## src/rtl/pcs_defines.svh

```systemverilog
// constants for the pcs host port and clocking block
`ifndef PCS_DEFINES_SVH
`define PCS_DEFINES_SVH
`define PCS_ADDR_W 5
`define PCS_DATA_W 16
`define PCS_NUM_REGS 32
`define PCS_BUSY_CYCLES 2'h2
`define PCS_DIV_100M 7'h0a
`define PCS_DIV_10M 7'h64
`define PCS_SPEED_10 2'h0
`define PCS_SPEED_100 2'h1
`define PCS_SPEED_1000 2'h2
`endif

```

## src/rtl/pcs_pkg.sv

```systemverilog
// types shared by both ends of the pcs host port
package pcs_pkg;
  typedef enum logic [1:0] {
    PCS_ST_IDLE,
    PCS_ST_BUSY,
    PCS_ST_DONE
  } pcs_reg_state_t;
endpackage

```

## src/rtl/pcs_if.sv

```systemverilog
// interface joining the pcs device end and its host end
`timescale 1ns/10ps
interface pcs_if;
  logic reg_wr;
  logic reg_rd;
  logic [4:0] reg_addr;
  logic [15:0] reg_wdata;
  logic [15:0] reg_rdata;
  logic reg_busy;
  logic rx_clkena;
  logic tx_clkena;
  logic gigabit;
  modport device (
    input reg_wr, reg_rd, reg_addr, reg_wdata,
    output reg_rdata, reg_busy, rx_clkena, tx_clkena, gigabit
  );
  modport host (
    output reg_wr, reg_rd, reg_addr, reg_wdata,
    input reg_rdata, reg_busy, rx_clkena, tx_clkena, gigabit
  );
endinterface

```

## src/rtl/pcs_device.sv

```systemverilog
// device end: register port, resets and clock enablers of the pcs
// Notes on behaviour
// - host clocks register port at most 125 MHz
// - register reset clears all register-clock logic except the register array
// - host uses write and read strobes
// - five-bit address selects one 16-bit word
// - data buses 16 bits, bit 0 lsb
// - busy high during access, low completes
// - receive and transmit resets clear own logic
// - receive and transmit clocks run at 125 MHz; here both are core_clk_in, 100 MHz in the bench
// - transfers synchronous to their own clock
// - clock enables generated only in SGMII mode
// - enables gate active receive/transmit cycles
// - gigabit status always 1 in 1000BASE-X
`timescale 1ns/10ps
`include "pcs_defines.svh"
module pcs_device
  import pcs_pkg::*;
(
  input wire logic core_clk_in,
  input wire logic reset_n_in,
  input wire logic reset_rx_in,
  input wire logic reset_tx_in,
  input wire logic sgmii_mode_in,
  input wire logic [1:0] speed_in,
  pcs_if.device bus,
  output logic rx_clk_out,
  output logic tx_clk_out
);
  // one clock carries all domains here; the separate resets still isolate them
  logic [15:0] regs [0:`PCS_NUM_REGS-1];
  pcs_reg_state_t state, next_state;
  logic [1:0] cnt, next_cnt;
  logic [15:0] rdata, next_rdata;
  logic [6:0] rx_div, next_rx_div, tx_div, next_tx_div;
  logic rx_en, next_rx_en, tx_en, next_tx_en;
  logic gig;

  // divider terminal count for the selected speed
  function automatic logic [6:0] div_limit(input logic [1:0] spd);
    case (spd)
      `PCS_SPEED_100: div_limit = `PCS_DIV_100M - 7'h01;
      `PCS_SPEED_10: div_limit = `PCS_DIV_10M - 7'h01;
      default: div_limit = 7'h00;
    endcase
  endfunction

  assign gig = !sgmii_mode_in || (speed_in == `PCS_SPEED_1000);
  assign rx_clk_out = core_clk_in;
  assign tx_clk_out = core_clk_in;
  assign bus.reg_busy = (state != PCS_ST_IDLE) && (state != PCS_ST_DONE) ||
                        ((bus.reg_wr || bus.reg_rd) && state == PCS_ST_IDLE);
  assign bus.reg_rdata = rdata;
  assign bus.rx_clkena = rx_en;
  assign bus.tx_clkena = tx_en;
  assign bus.gigabit = gig;

  // access sequencer: busy for a fixed count, then one done cycle
  always_comb begin
    next_state = state;
    next_cnt = cnt;
    next_rdata = rdata;
    case (state)
      PCS_ST_IDLE: begin
        if (bus.reg_wr || bus.reg_rd) begin
          next_state = PCS_ST_BUSY;
          next_cnt = `PCS_BUSY_CYCLES;
        end
      end
      PCS_ST_BUSY: begin
        if (cnt == 2'h1) begin
          next_state = PCS_ST_DONE;
          if (bus.reg_rd) begin
            next_rdata = regs[bus.reg_addr];
          end
        end
        next_cnt = cnt - 2'h1;
      end
      PCS_ST_DONE: next_state = PCS_ST_IDLE; // host drops strobe here
      default: next_state = PCS_ST_IDLE;
    endcase
  end

  always_ff @(posedge core_clk_in or negedge reset_n_in) begin
    if (!reset_n_in) begin
      state <= PCS_ST_IDLE;
      cnt <= 2'h0;
      rdata <= 16'h0000;
    end else begin
      state <= next_state;
      cnt <= next_cnt;
      rdata <= next_rdata;
    end
  end

  // register array written at the end of a write access; no reset so it maps to ram
  always_ff @(posedge core_clk_in) begin
    if (state == PCS_ST_BUSY && cnt == 2'h1 && bus.reg_wr) begin
      regs[bus.reg_addr] <= bus.reg_wdata;
    end
  end

  // receive and transmit enable dividers, one per domain, each with its own reset on the shared core_clk_in
  always_comb begin
    next_rx_div = rx_div;
    next_tx_div = tx_div;
    next_rx_en = 1'b1;
    next_tx_en = 1'b1;
    if (sgmii_mode_in && !gig) begin
      next_rx_div = (rx_div >= div_limit(speed_in)) ? 7'h00 : rx_div + 7'h01;
      next_tx_div = (tx_div >= div_limit(speed_in)) ? 7'h00 : tx_div + 7'h01;
      next_rx_en = (rx_div == 7'h00);
      next_tx_en = (tx_div == 7'h00);
    end
  end

  always_ff @(posedge core_clk_in or negedge reset_n_in) begin
    if (!reset_n_in) begin
      rx_div <= 7'h00;
      rx_en <= 1'b0;
    end else if (reset_rx_in) begin
      rx_div <= 7'h00;
      rx_en <= 1'b0;
    end else begin
      rx_div <= next_rx_div;
      rx_en <= next_rx_en;
    end
  end

  always_ff @(posedge core_clk_in or negedge reset_n_in) begin
    if (!reset_n_in) begin
      tx_div <= 7'h00;
      tx_en <= 1'b0;
    end else if (reset_tx_in) begin
      tx_div <= 7'h00;
      tx_en <= 1'b0;
    end else begin
      tx_div <= next_tx_div;
      tx_en <= next_tx_en;
    end
  end
endmodule

```

## src/flat_wrapper.sv

```systemverilog
// flat-port wrapper written by rule: the top's interface ports become plain ports
module pcs_device_flat import pcs_pkg::*;
  (core_clk_in, reset_n_in, reset_rx_in, reset_tx_in, sgmii_mode_in, speed_in, rx_clk_out, tx_clk_out, bus_reg_wr, bus_reg_rd, bus_reg_addr, bus_reg_wdata, bus_reg_rdata, bus_reg_busy, bus_rx_clkena, bus_tx_clkena, bus_gigabit);
  pcs_if bus_i ();
  input wire logic core_clk_in;
  input wire logic reset_n_in;
  input wire logic reset_rx_in;
  input wire logic reset_tx_in;
  input wire logic sgmii_mode_in;
  input wire logic [1:0] speed_in;
  output logic rx_clk_out;
  output logic tx_clk_out;
  input wire logic [$bits(bus_i.reg_wr)-1:0] bus_reg_wr;
  input wire logic [$bits(bus_i.reg_rd)-1:0] bus_reg_rd;
  input wire logic [$bits(bus_i.reg_addr)-1:0] bus_reg_addr;
  input wire logic [$bits(bus_i.reg_wdata)-1:0] bus_reg_wdata;
  output wire logic [$bits(bus_i.reg_rdata)-1:0] bus_reg_rdata;
  output wire logic [$bits(bus_i.reg_busy)-1:0] bus_reg_busy;
  output wire logic [$bits(bus_i.rx_clkena)-1:0] bus_rx_clkena;
  output wire logic [$bits(bus_i.tx_clkena)-1:0] bus_tx_clkena;
  output wire logic [$bits(bus_i.gigabit)-1:0] bus_gigabit;
  assign bus_i.reg_wr = bus_reg_wr;
  assign bus_i.reg_rd = bus_reg_rd;
  assign bus_i.reg_addr = bus_reg_addr;
  assign bus_i.reg_wdata = bus_reg_wdata;
  assign bus_reg_rdata = bus_i.reg_rdata;
  assign bus_reg_busy = bus_i.reg_busy;
  assign bus_rx_clkena = bus_i.rx_clkena;
  assign bus_tx_clkena = bus_i.tx_clkena;
  assign bus_gigabit = bus_i.gigabit;
  pcs_device u_core (.core_clk_in(core_clk_in), .reset_n_in(reset_n_in), .reset_rx_in(reset_rx_in), .reset_tx_in(reset_tx_in), .sgmii_mode_in(sgmii_mode_in), .speed_in(speed_in), .bus(bus_i), .rx_clk_out(rx_clk_out), .tx_clk_out(tx_clk_out));
endmodule
```

## config.mk

```make
export PLATFORM = sky130hd
export DESIGN_NAME = pcs_device_flat
export DESIGN_NICKNAME = d
export VERILOG_FILES = /design/src/rtl/pcs_pkg.sv /design/src/rtl/pcs_if.sv /design/src/rtl/pcs_device.sv /design/src/flat_wrapper.sv
export VERILOG_INCLUDE_DIRS = /design/src /design/src/rtl
export SDC_FILE = /design/constraint.sdc
export NUM_CORES = 1
export LEC_CHECK = 0
export BUFFER_PORTS_ARGS = -buffer_cell sky130_fd_sc_hd__buf_2
export CORE_ASPECT_RATIO = 1.25
export CORE_MARGIN = 5
export CORE_UTILIZATION = 52
export CTS_CLUSTER_SIZE = 20
export DETAILED_ROUTE_END_ITERATION = 7
export PLACE_DENSITY = 0.68
export SETUP_SLACK_MARGIN = 0.5
export SLEW_MARGIN = 20
export SYNTH_ARGS = -nofsm -noshare
export SYNTH_HDL_FRONTEND = slang
export SYNTH_SLANG_ARGS = --single-unit
```

## constraint.sdc

```tcl
create_clock -name core_clk_in -period 3.6 [get_ports core_clk_in]
set_clock_uncertainty 0.1 [all_clocks]
set_input_delay 0.72 -clock core_clk_in [delete_from_list [all_inputs] [get_ports core_clk_in]]
set_output_delay 0.72 -clock core_clk_in [all_outputs]
set_load 0.01 [all_outputs]
```

# Word level (Yosys, flattened, before mapping)
# Memory sizes are Yosys's and may differ from the RTL's. A register that Yosys moved wholly into a read port is not among the register bits.
# Cells that the tools add are included.
[totals] wordCells=60 ram_bits=512 inputBits=30 n_memories=1 regBits=20
[mem_list] name="u_core.regs" words=32 word_bits=16 rd=1 rd_ports_with_merged_regs=1 write_ports=1 line_no="pcs_device.sv:31" source="logic [15:0] regs [0:`PCS_NUM_REGS-1];"
[op_classes] addsub=3 n_mux=19 n_lt_le_gt_ge=2 n_reduce_logical=22 eq_ne=7
[op_table] op="7-bit two-way mux" count=7
[op_table] op="7-bit by 1-bit adder with 7-bit output, second input constant" count=2
[op_table] op="7-bit >= comparator" count=2
[op_table] op="7-bit logical NOT" count=2
[op_table] op="7-bit case mux with 2 select lines" count=1
[op_table] op="2-bit case mux with 2 select lines" count=2
[op_table] op="2-bit nonzero test" count=4
[op_table] op="2-bit by 1-bit == test with 1-bit output, second input constant" count=3
[op_table] op="1-bit two-way mux" count=6
[op_table] op="2-bit two-way mux" count=3
[op_table] op="1-bit logical AND" count=5
[op_table] op="2-bit logical NOT" count=2
[op_table] op="2-bit inequality test, second input constant" count=2
[op_table] op="2-bit AND reduction" count=2
[op_table] op="1-bit logical NOT" count=3
[op_table] op="1-bit logical OR" count=3
[op_table] op="3-bit AND reduction" count=1
[op_table] op="2-bit == test, second input constant" count=1
[op_table] op="2-bit by 1-bit inequality test with 1-bit output, second input constant" count=1
[op_table] op="2-bit by 1-bit subtractor with 2-bit output, second input constant" count=1

# Depth between registers and ports, before layout
# Gate-level depths: netlist of run 1.
[depth] word_depth=9 mapped_depth=9

==> out/summary.txt, run 1 <==
Final Hold Fails: 0
Status: completed
Critical-path cell list: clkbuf_16, clkbuf_16, buf_2
DIE HEIGHT: 238 um
CP startpoint kind: clock port
Total wire length: 51,300 um
Hold crit path type: primary input to flop
Synth Warn #: 0
Clk Latency, worst-skew pair: 0.69 ns
Net count after synthesis: 1,202
Max-slew violation count: 0
Sequential share of power: 52.6%
Max-capacitance violation count: 0
Placer's final routability congestion estimate: 0.864
PortBufs: 51
Clk pin slew, worst setup/hold paths: 0.06 ns
Cell mode on critical path: clkbuf_16
Cells after Synth: 1,157
Syn Area/Cell: 18.7 um2
Post-synthesis sequential area ratio: 75.4%
Leak Pwr: 8.43 nW
GRT Overall Usage: 22.9%
Sw Ratio: 22.5%
Most frequent cell after synthesis: edfxtp_1
Cell Pwr Density: 558 nW/um2
Post-Synth Adder-Cell Area: 0.869%
Final HPWL DP: 33,300 um
Site Rows: 83
Dpl cells: 1,788
Top cells by count, synth: edfxtp_1, mux2i_1, mux4_2, nor2_1, o22ai_1
Worst slew pin tran: 0.712 ns
IO Pins: 52
Setup CP Type: clock port to output port
Largest net degree at the start of global routing: 55
Effective utilization at floorplan: 52.5%
Layout Nets: 1,341
Arr. time, crit path: 2.18 ns
Post-DP Area: 23,000 um2
Mux cell area share after synthesis: 12.9%
Crit-path max FO: 2
First-pass GRT wire length: 76,600 um
Layout cells sized above 1: 24.9%
RSZ-0062 raised after global routing: false
Share of the synthesized area in the top cell type: 71.2%
Asr flop ratio synth: 6.57%
Antenna Diode Count: 0
Post-synth EDFFs: 512
Synth area leaders: edfxtp_1, mux4_2, mux2i_1
Largest family of logic cells by synthesized area: multiplexers
Vias/cell: 6.15
Psw: 3.10 mW
Final non-filler cell area: 24,800 um2
Rel. slew slack: 52.2%
Pre-antenna DRT Iters: 7
CP max stage delay: 0.13 ns
CTS resizes: 0
Logic pwr share: 7.4%
Initial DRC Count: 986
Nature of the critical path endpoint: output port
Synth Area in Compound Gates: 4.90%
Vias in the first global route: 11,873
Setup TNS: 0 ns
Most used DFF post-synth: edfxtp_1
Area grow syn2layout: 14.6%
P_int: 10.7 mW
Share of power burned in the clock network: 40.0%
Core Footprint: 41,100 um2
IR drop worst, VDD: 435 uV
Simple-gate share of the synthesized area: 4.44%
Hold_buf cts: 0
Vias post-DR: 11,625
Synth cell types: 58
Die W: 192 um
#FFs+latches synth: 548
Xor/xnor share of the synthesized area: 0%
Post-CTS setup buffers: 0
Overflow after GRT: 0
Post-synth top area cell: edfxtp_1
Slowest CP cell: clkbuf_16
Final setup vio count: 0
Drt drc: 0
Total power: 13.8 mW
Wire per inst: 27.1 um
Mapped cell area: 21,600 um2
Initial antenna violation count: 0
CTS tree: built
Final ANT Viol Nets: 0
Post-Layout Cell Count: 1,891
Die ar.: 45,700 um2
CP required: 2.78 ns
==> power groups by stage <==
stage	registers [mW]	clock network (mW)	logic (mW)
5_1_grt	7.27	5.90	1.11
6_report	7.27	5.53	1.02
3_3_place_gp	7.39	0.0336	1.00
2_1_floorplan	7.36	0.0458	0.526
4_1_cts	7.26	5.62	1.03
3_5_place_dp	7.39	0.0336	1.02
==> sequential cells by signal, indices dropped and copies added (netlist names) <==
| register | count |
|---|---|
| u_core.regs | 512 |
| u_core.bus.reg_rdata | 16 |
| u_core.bus.rx_clkena | 1 |
| u_core.rx_div | 7 |
| u_core.state | 2 |
| u_core.bus.tx_clkena | 1 |
| u_core.tx_div | 7 |
| u_core.cnt | 2 |
==> cells in the final DEF (no fill, tap or decap), drive strengths merged, types with 22 or more instances in the layout <==
cell type / Yosys / layout
clkbuf: 17 / 75
mux2i: 95 / 95
nand2: 22 / 22
o22ai: 45 / 45
dfrtp: 36 / 36
o21ai: 25 / 25
mux2: 26 / 26
edfxtp: 512 / 512
mux4: 68 / 68
nor2: 63 / 63
buf: 41 / 138
==> critical path: cells and delay by family <==
kind / cells / cell delay (ns)
buffers and inverters: 3 / 0.39
==> metrics by stage <==
| stage | worst slack (ns) | hold WS (ns) | util [%] |
|---|---|---|---|
| detailed placement | 0.440 | 0.385 | 55.8 |
| global placement | 0.453 | 0.373 | 55.8 |
| floorplan | 0.506 | 0.324 | - |
| CTS | 0.589 | 0.123 | 60.1 |
| global route | 0.580 | 0.133 | 60.2 |
| finish | 0.595 | 0.150 | 60.2 |
==> per-layer routing <==
layer | share of wire, % | global-route usage, % | vias to the layer above
met2 | 51 | 38.3 | 413
met1 | 40 | 30.0 | 6106
li1 | - | - | 5004
met5 | 0 | 0 | -
met3 | 5.0 | 3.61 | 102
met4 | 4.2 | 9.64 | 0
==> cell type report <==
cell class	instances	area, um2
Sequential cell	548	16300
Multi-Input combinational cell	542	5000
Clock buffer	77	1540
Inverter	9	33.8
Clock inverter	26	216
Timing Repair Buffer	137	991
Tap cell	552	691
Fill cell	3033	16400
==> worst paths after layout <==
path	cells after the start	to	startpoint	slack (ns)
hold reg to reg	1	u_core.cnt[0]	u_core.cnt[0]	0.39
setup / recovery	3	tx_clk_out	core_clk_in	0.60
max in group asynchronous	3	u_core.state[0]	reset_n_in	2.40
min in group asynchronous	2	u_core.rx_div[4]	reset_n_in	0.47
setup reg to reg	7	u_core.regs[16][10]	u_core.cnt[1]	0.97
hold / removal	2	u_core.bus.tx_clkena	reset_tx_in	0.15
==> kinds of logic after synthesis <==
| kind of cell | Yosys count |
|---|---|
| buffers and inverters | 67 |
| flip-flops | 548 |
| AO/OA/AOI/OAI | 156 |
| multiplexers | 189 |
| adder cells (fa/ha/maj) | 15 |
| AND/OR/NAND/NOR | 182 |
No activity file was read; power rests on OpenSTA's default activity.
==> inputs of run 2 (changes only) <==
==> constraint.sdc (replaced) <==
create_clock -name core_clk_in -period 3 [get_ports core_clk_in]
set_clock_uncertainty 0.1 [all_clocks]
set_input_delay 0.6 -clock core_clk_in [delete_from_list [all_inputs] [get_ports core_clk_in]]
set_output_delay 0.6 -clock core_clk_in [all_outputs]
set_load 0.01 [all_outputs]
==> run 2 against run 1 <==
  * Sequential cell count unchanged
  * Total power up 24%
  * Global-route usage up 0.42 points
  * Sequential share of layout area down 1.9 points
  * Cell area up 2.9%
  * Combinational power up 25%
  * Worst setup slack worse by 0.17 ns
  * Non-clock buffer count up 22
  * Critical path depth unchanged
  * Hold slack worse by 0.12 ns
  * Sequential power up 20%
  * Highest routed layer unchanged
  * Via count up 1.5%
==> out/summary.txt, run 2 (synthesis results as in run 1) <==
Multi-input gate area: 5230 um2 (+4.6%)
Crit-path max FO: 2 (unchanged)
Die W: 192 um (unchanged)
Cell mode on critical path: clkbuf_16
CTS tree: built
CP required: 2.30 ns (-0.48 ns)
Core Footprint: 41,100 um2 (unchanged)
Critical-path cell list: clkbuf_16, clkbuf_16, buf_6
Max reg flops: 512 (unchanged)
P_int: 13.3 mW (+24%)
Sw Ratio: 22.0% (-0.43 points)
Cell Pwr Density: 671 nW/um2 (+20%)
Clk pin slew, worst setup/hold paths: 0.06 ns (about the same)
Hold crit path type: primary input to flop
DIE HEIGHT: 238 um (unchanged)
Status: completed
Vias in the first global route: 11,747 (-1.1%)
Final non-filler cell area: 25,500 um2 (+2.9%)
Share of power burned in the clock network: 41.6% (+1.6 points)
Wire per inst: 27.6 um (+1.6%)
Final setup vio count: 0 (unchanged)
Nature of the critical path endpoint: output port
Initial DRC Count: 994 (+0.81%)
CP max stage delay: 0.13 ns (about the same)
Leak Pwr: 8.64 nW (+2.5%)
Site Rows: 83 (unchanged)
IO Pins: 52 (unchanged)
Total wire length: 52,600 um (+2.5%)
Layout Nets: 1,362 (+1.6%)
Setup TNS: 0 ns (unchanged)
Overflow after GRT: 0 (unchanged)
Psw: 3.77 mW (+21%)
CP startpoint kind: clock port
Setup WS post-layout: 0.430 ns (-0.165 ns)
GRT Overall Usage: 23.3% (+0.42 points)
Rel. slew slack: 53.0% (+0.80 points)
Vias post-DR: 11,797 (+1.5%)
Slowest CP cell: clkbuf_16
Worst slew pin tran: 0.705 ns (-0.00645 ns)
Antenna Diode Count: 0 (unchanged)
Arr. time, crit path: 1.87 ns (-0.31 ns)
Setup CP Type: clock port to output port
First-pass GRT wire length: 77,600 um (+1.3%)
Final Hold Fails: 0 (unchanged)
Max-slew violation count: 0 (unchanged)
Max-capacitance violation count: 0 (unchanged)
Drt drc: 0 (unchanged)
PortBufs: 51 (unchanged)
Vias/cell: 6.18 (+0.58%)
Effective utilization at floorplan: 52.5% (unchanged)
Logic pwr share: 7.5% (about the same)
Clk Latency, worst-skew pair: 0.71 ns (+0.02 ns)
Most common library cell in the layout ignoring fill and taps: edfxtp_1
Largest net degree at the start of global routing: 63 (+15%)
Initial antenna violation count: 0 (unchanged)
Area grow syn2layout: 18.0%
Pre-antenna DRT Iters: 6 (-1)
Final Util: 61.9% (+1.7 points)
Biggest register: u_core.regs
Final ANT Viol Nets: 0 (unchanged)
RSZ-0062 raised after global routing: true
FILL cells: 2,915 (-3.9%)
Dpl ws: 0.150 ns (-0.290 ns)
Sequential share of power: 50.9% (-1.7 points)
Hold WS: 0.0301 ns (-0.120 ns)
Storage cell area: 16,300 um2 (unchanged)
Final HPWL DP: 34,300 um (+3.0%)
Post-DP Area: 23,500 um2 (+2.2%)
IR drop worst, VDD: 608 uV (+40%)
Placer's final routability congestion estimate: 0.911 (+5.4%)
Layout cells sized above 1: 28.5% (+3.6 points)
Die ar.: 45,700 um2 (unchanged)
Most frequent cells in the layout: edfxtp_1, mux2i_1, buf_4
## run 2: final cells by class
type,count,area share [%]
clock buffer,63,5.66
tap,552,2.71
clock inverter,35,1.69
inverter,9,0.138
sequential,548,63.9
timing repair buffer,159,5.35
multi-input combinational,542,20.5
## run 2: routing by layer
metal	global-route usage (%)	vias up	routed length (um)	part of all wire [%]
met2	39.1	487	27100	51
li1	-	5056	-	-
met5	0	-	0	0
met3	3.35	88	3550	6.8
met4	9.40	0	2030	3.9
met1	30.9	6166	19900	38
## run 2: path summary, 6_finish.rpt
check	startpoint	to	slack, ns	depth (start not counted)
max reg2reg	u_core.cnt[1]	u_core.bus.reg_rdata[7]	0.62	8
min in group asynchronous	reset_n_in	u_core.rx_div[4]	0.42	3
max	core_clk_in	tx_clk_out	0.43	3
min reg2reg	u_core.cnt[0]	u_core.cnt[0]	0.41	1
min	reset_rx_in	u_core.bus.rx_clkena	0.03	2
max in group asynchronous	reset_n_in	u_core.state[0]	1.95	3
## run 2: per-stage QoR
step                      instances  power, mW
after floorplan                1157       9.54
after global placement         1803       10.1
after detailed placement       1803       10.2
after CTS                      1908       17.2
after global routing           1908       17.6
final                          1908       17.1
## run 2: repair_timing
item | CTS | global route
hold buffers | 2 | 0
resized for setup | 4 | 1
pin swaps | 3 | 0
endpoints found under the hold margin | 37 | 0
buffers inserted | 7 | 0
setup endpoints to repair | 63 | 29
## run 2: worst max-delay path, delay by kind of cell
family	cells	cell delay [ns]
buffers and inverters	3	0.37
## run 2: power by group through the flow
stage	Clock (mW)	Sequential [mW]	Combinational, mW
3_5_place_dp	0.0403	8.86	1.28
3_3_place_gp	0.0403	8.85	1.25
4_1_cts	7.20	8.70	1.29
2_1_floorplan	0.0549	8.83	0.653
6_report	7.12	8.70	1.28
5_1_grt	7.55	8.71	1.37
==> inputs of run 3 (changes only) <==
--- a/config.mk
+++ b/config.mk
@@ -12,6 +12,7 @@
 export CORE_UTILIZATION = 52
 export CTS_CLUSTER_SIZE = 20
 export DETAILED_ROUTE_END_ITERATION = 7
+export HOLD_SLACK_MARGIN = 0.15
 export PLACE_DENSITY = 0.68
 export SETUP_SLACK_MARGIN = 0.5
 export SLEW_MARGIN = 20
==> run 3 against run 2 <==
  * Clock-buffer cell count unchanged
  * First-iteration DRC count increased by 6.2%
  * Die area unchanged
  * Combinational power about the same
  * Routed wire length increased by 0.35%
  * Cell area about the same
  * Non-clock buffer count increased by 1
  * Critical endpoint unchanged
  * Critical path depth unchanged
  * Worst setup slack about the same
  * Cell count about the same
  * Utilization about the same
  * Sequential power about the same
==> out/summary.txt, run 3 (synthesis results as in run 1) <==
Max reg flops: 512 (unchanged)
Site Rows: 83 (unchanged)
Die ar.: 45,700 um2 (unchanged)
Final non-filler cell area: 25,500 um2 (about the same)
CTS tree: built
Post-DP Area: 23,500 um2 (unchanged)
Leak Pwr: 8.64 nW (about the same)
Dpl cells: 1,803 (unchanged)
Most common library cell in the layout ignoring fill and taps: edfxtp_1
CP required: 2.30 ns (about the same)
GRT Overall Usage: 23.3% (unchanged)
Layout cells sized above 1: 28.5% (about the same)
Initial DRC Count: 1,056 (+6.2%)
Cell Pwr Density: 671 nW/um2 (about the same)
Post-Layout Cell Count: 1,909 (+0.052%)
Final HPWL DP: 34,300 um (unchanged)
Setup CP Type: clock port to output port
Core Footprint: 41,100 um2 (unchanged)
IR drop worst, VDD: 608 uV (about the same)
First-pass GRT wire length: 77,600 um (unchanged)
Vias post-DR: 11,749 (-0.41%)
Max-capacitance violation count: 0 (unchanged)
Placer's final routability congestion estimate: 0.911 (unchanged)
CP startpoint kind: clock port
Pre-antenna DRT Iters: 5 (-1)
Biggest register: u_core.regs
Most frequent cells in the layout: edfxtp_1, mux2i_1, buf_4
Vias in the first global route: 11,747 (unchanged)
Arr. time, crit path: 1.87 ns (about the same)
Clk Latency, worst-skew pair: 0.71 ns (about the same)
Crit-path max FO: 2 (unchanged)
Wire per inst: 27.6 um (+0.30%)
Effective utilization at floorplan: 52.5% (unchanged)
Area grow syn2layout: 18.0% (about the same)
Hold crit path type: primary input to flop
IO Pins: 52 (unchanged)
Layout Nets: 1,363 (+0.073%)
Die W: 192 um (unchanged)
Final setup vio count: 0 (unchanged)
PortBufs: 51 (unchanged)
Drt drc: 0 (unchanged)
Clk pin slew, worst setup/hold paths: 0.06 ns (about the same)
DIE HEIGHT: 238 um (unchanged)
Vias/cell: 6.15 (-0.46%)
Rel. slew slack: 53.7% (+0.69 points)
Worst slew pin tran: 0.695 ns (-0.0103 ns)
Setup TNS: 0 ns (unchanged)
Initial antenna violation count: 0 (unchanged)
Largest net degree at the start of global routing: 63 (unchanged)
Total wire length: 52,800 um (+0.35%)
Nature of the critical path endpoint: output port
Max-slew violation count: 0 (unchanged)
Final Util: 62.0% (about the same)
RSZ-0062 raised after global routing: true
Status: completed
Final Hold Fails: 0 (unchanged)
Overflow after GRT: 0 (unchanged)
Antenna Diode Count: 0 (unchanged)
Final ANT Viol Nets: 0 (unchanged)
## run 3: changes by cell type in the layout (fill, tap and decap cells not counted)
cell and change:
dlygate4sd3_1 +1
## run 3: what timing repair did
| item | in CTS | in global routing |
|---|---|---|
| resized for setup | 4 | 1 |
| endpoints found under the setup margin | 63 | 29 |
| endpoints found under the hold margin | 40 | 0 |
| setup buffers | 7 | 0 |
| hold buffers | 3 | 0 |
| pin swaps | 3 | 0 |
## run 3: path summary, 6_finish.rpt
check / end / from / slack [ns] / cells after the start
max reg2reg: u_core.bus.reg_rdata[7] / u_core.cnt[1] / 0.63 / 8
min in group asynchronous: u_core.rx_div[4] / reset_n_in / 0.42 / 3
max: tx_clk_out / core_clk_in / 0.43 / 3
min reg2reg: u_core.cnt[0] / u_core.cnt[0] / 0.41 / 1
min: u_core.bus.tx_clkena / speed_in[1] / 0.25 / 4
max in group asynchronous: u_core.state[0] / reset_n_in / 1.95 / 3
## run 3: final cells by class
cell class / instances / area, um2
clock buffers: 63 / 1440
clock inverters: 35 / 432
fillers: 2914 / 15600
inverters: 9 / 35.0
multi-input cells: 542 / 5230
flip-flops and latches: 548 / 16300
well taps: 552 / 691
repair buffers: 160 / 1370
## run 3: worst max-delay path: stages
cell       delay [ns]
clkbuf_16        0.13
clkbuf_16        0.13
buf_6            0.11
## run 3: per-stage QoR
stage	total power [mW]	hold WS [ns]	setup WS, ns
floorplan	9.54	0.204	0.341
global placement	10.1	0.377	0.184
detailed placement	10.2	0.392	0.150
CTS	17.2	0.242	0.427
global route	17.6	0.275	0.419
finish	17.1	0.253	0.430
## run 3: per-layer routing
metal | GRT usage (%) | share of wire (%)
met4 | 9.40 | 3.8
met2 | 39.1 | 51
met5 | 0 | 0
met3 | 3.35 | 6.2
met1 | 30.9 | 39
## run 3: power breakdown
| part | switching (mW) | internal [mW] |
|---|---|---|
| clock network | 2.82 | 4.30 |
| registers | 0.172 | 8.53 |
| logic | 0.779 | 0.501 |
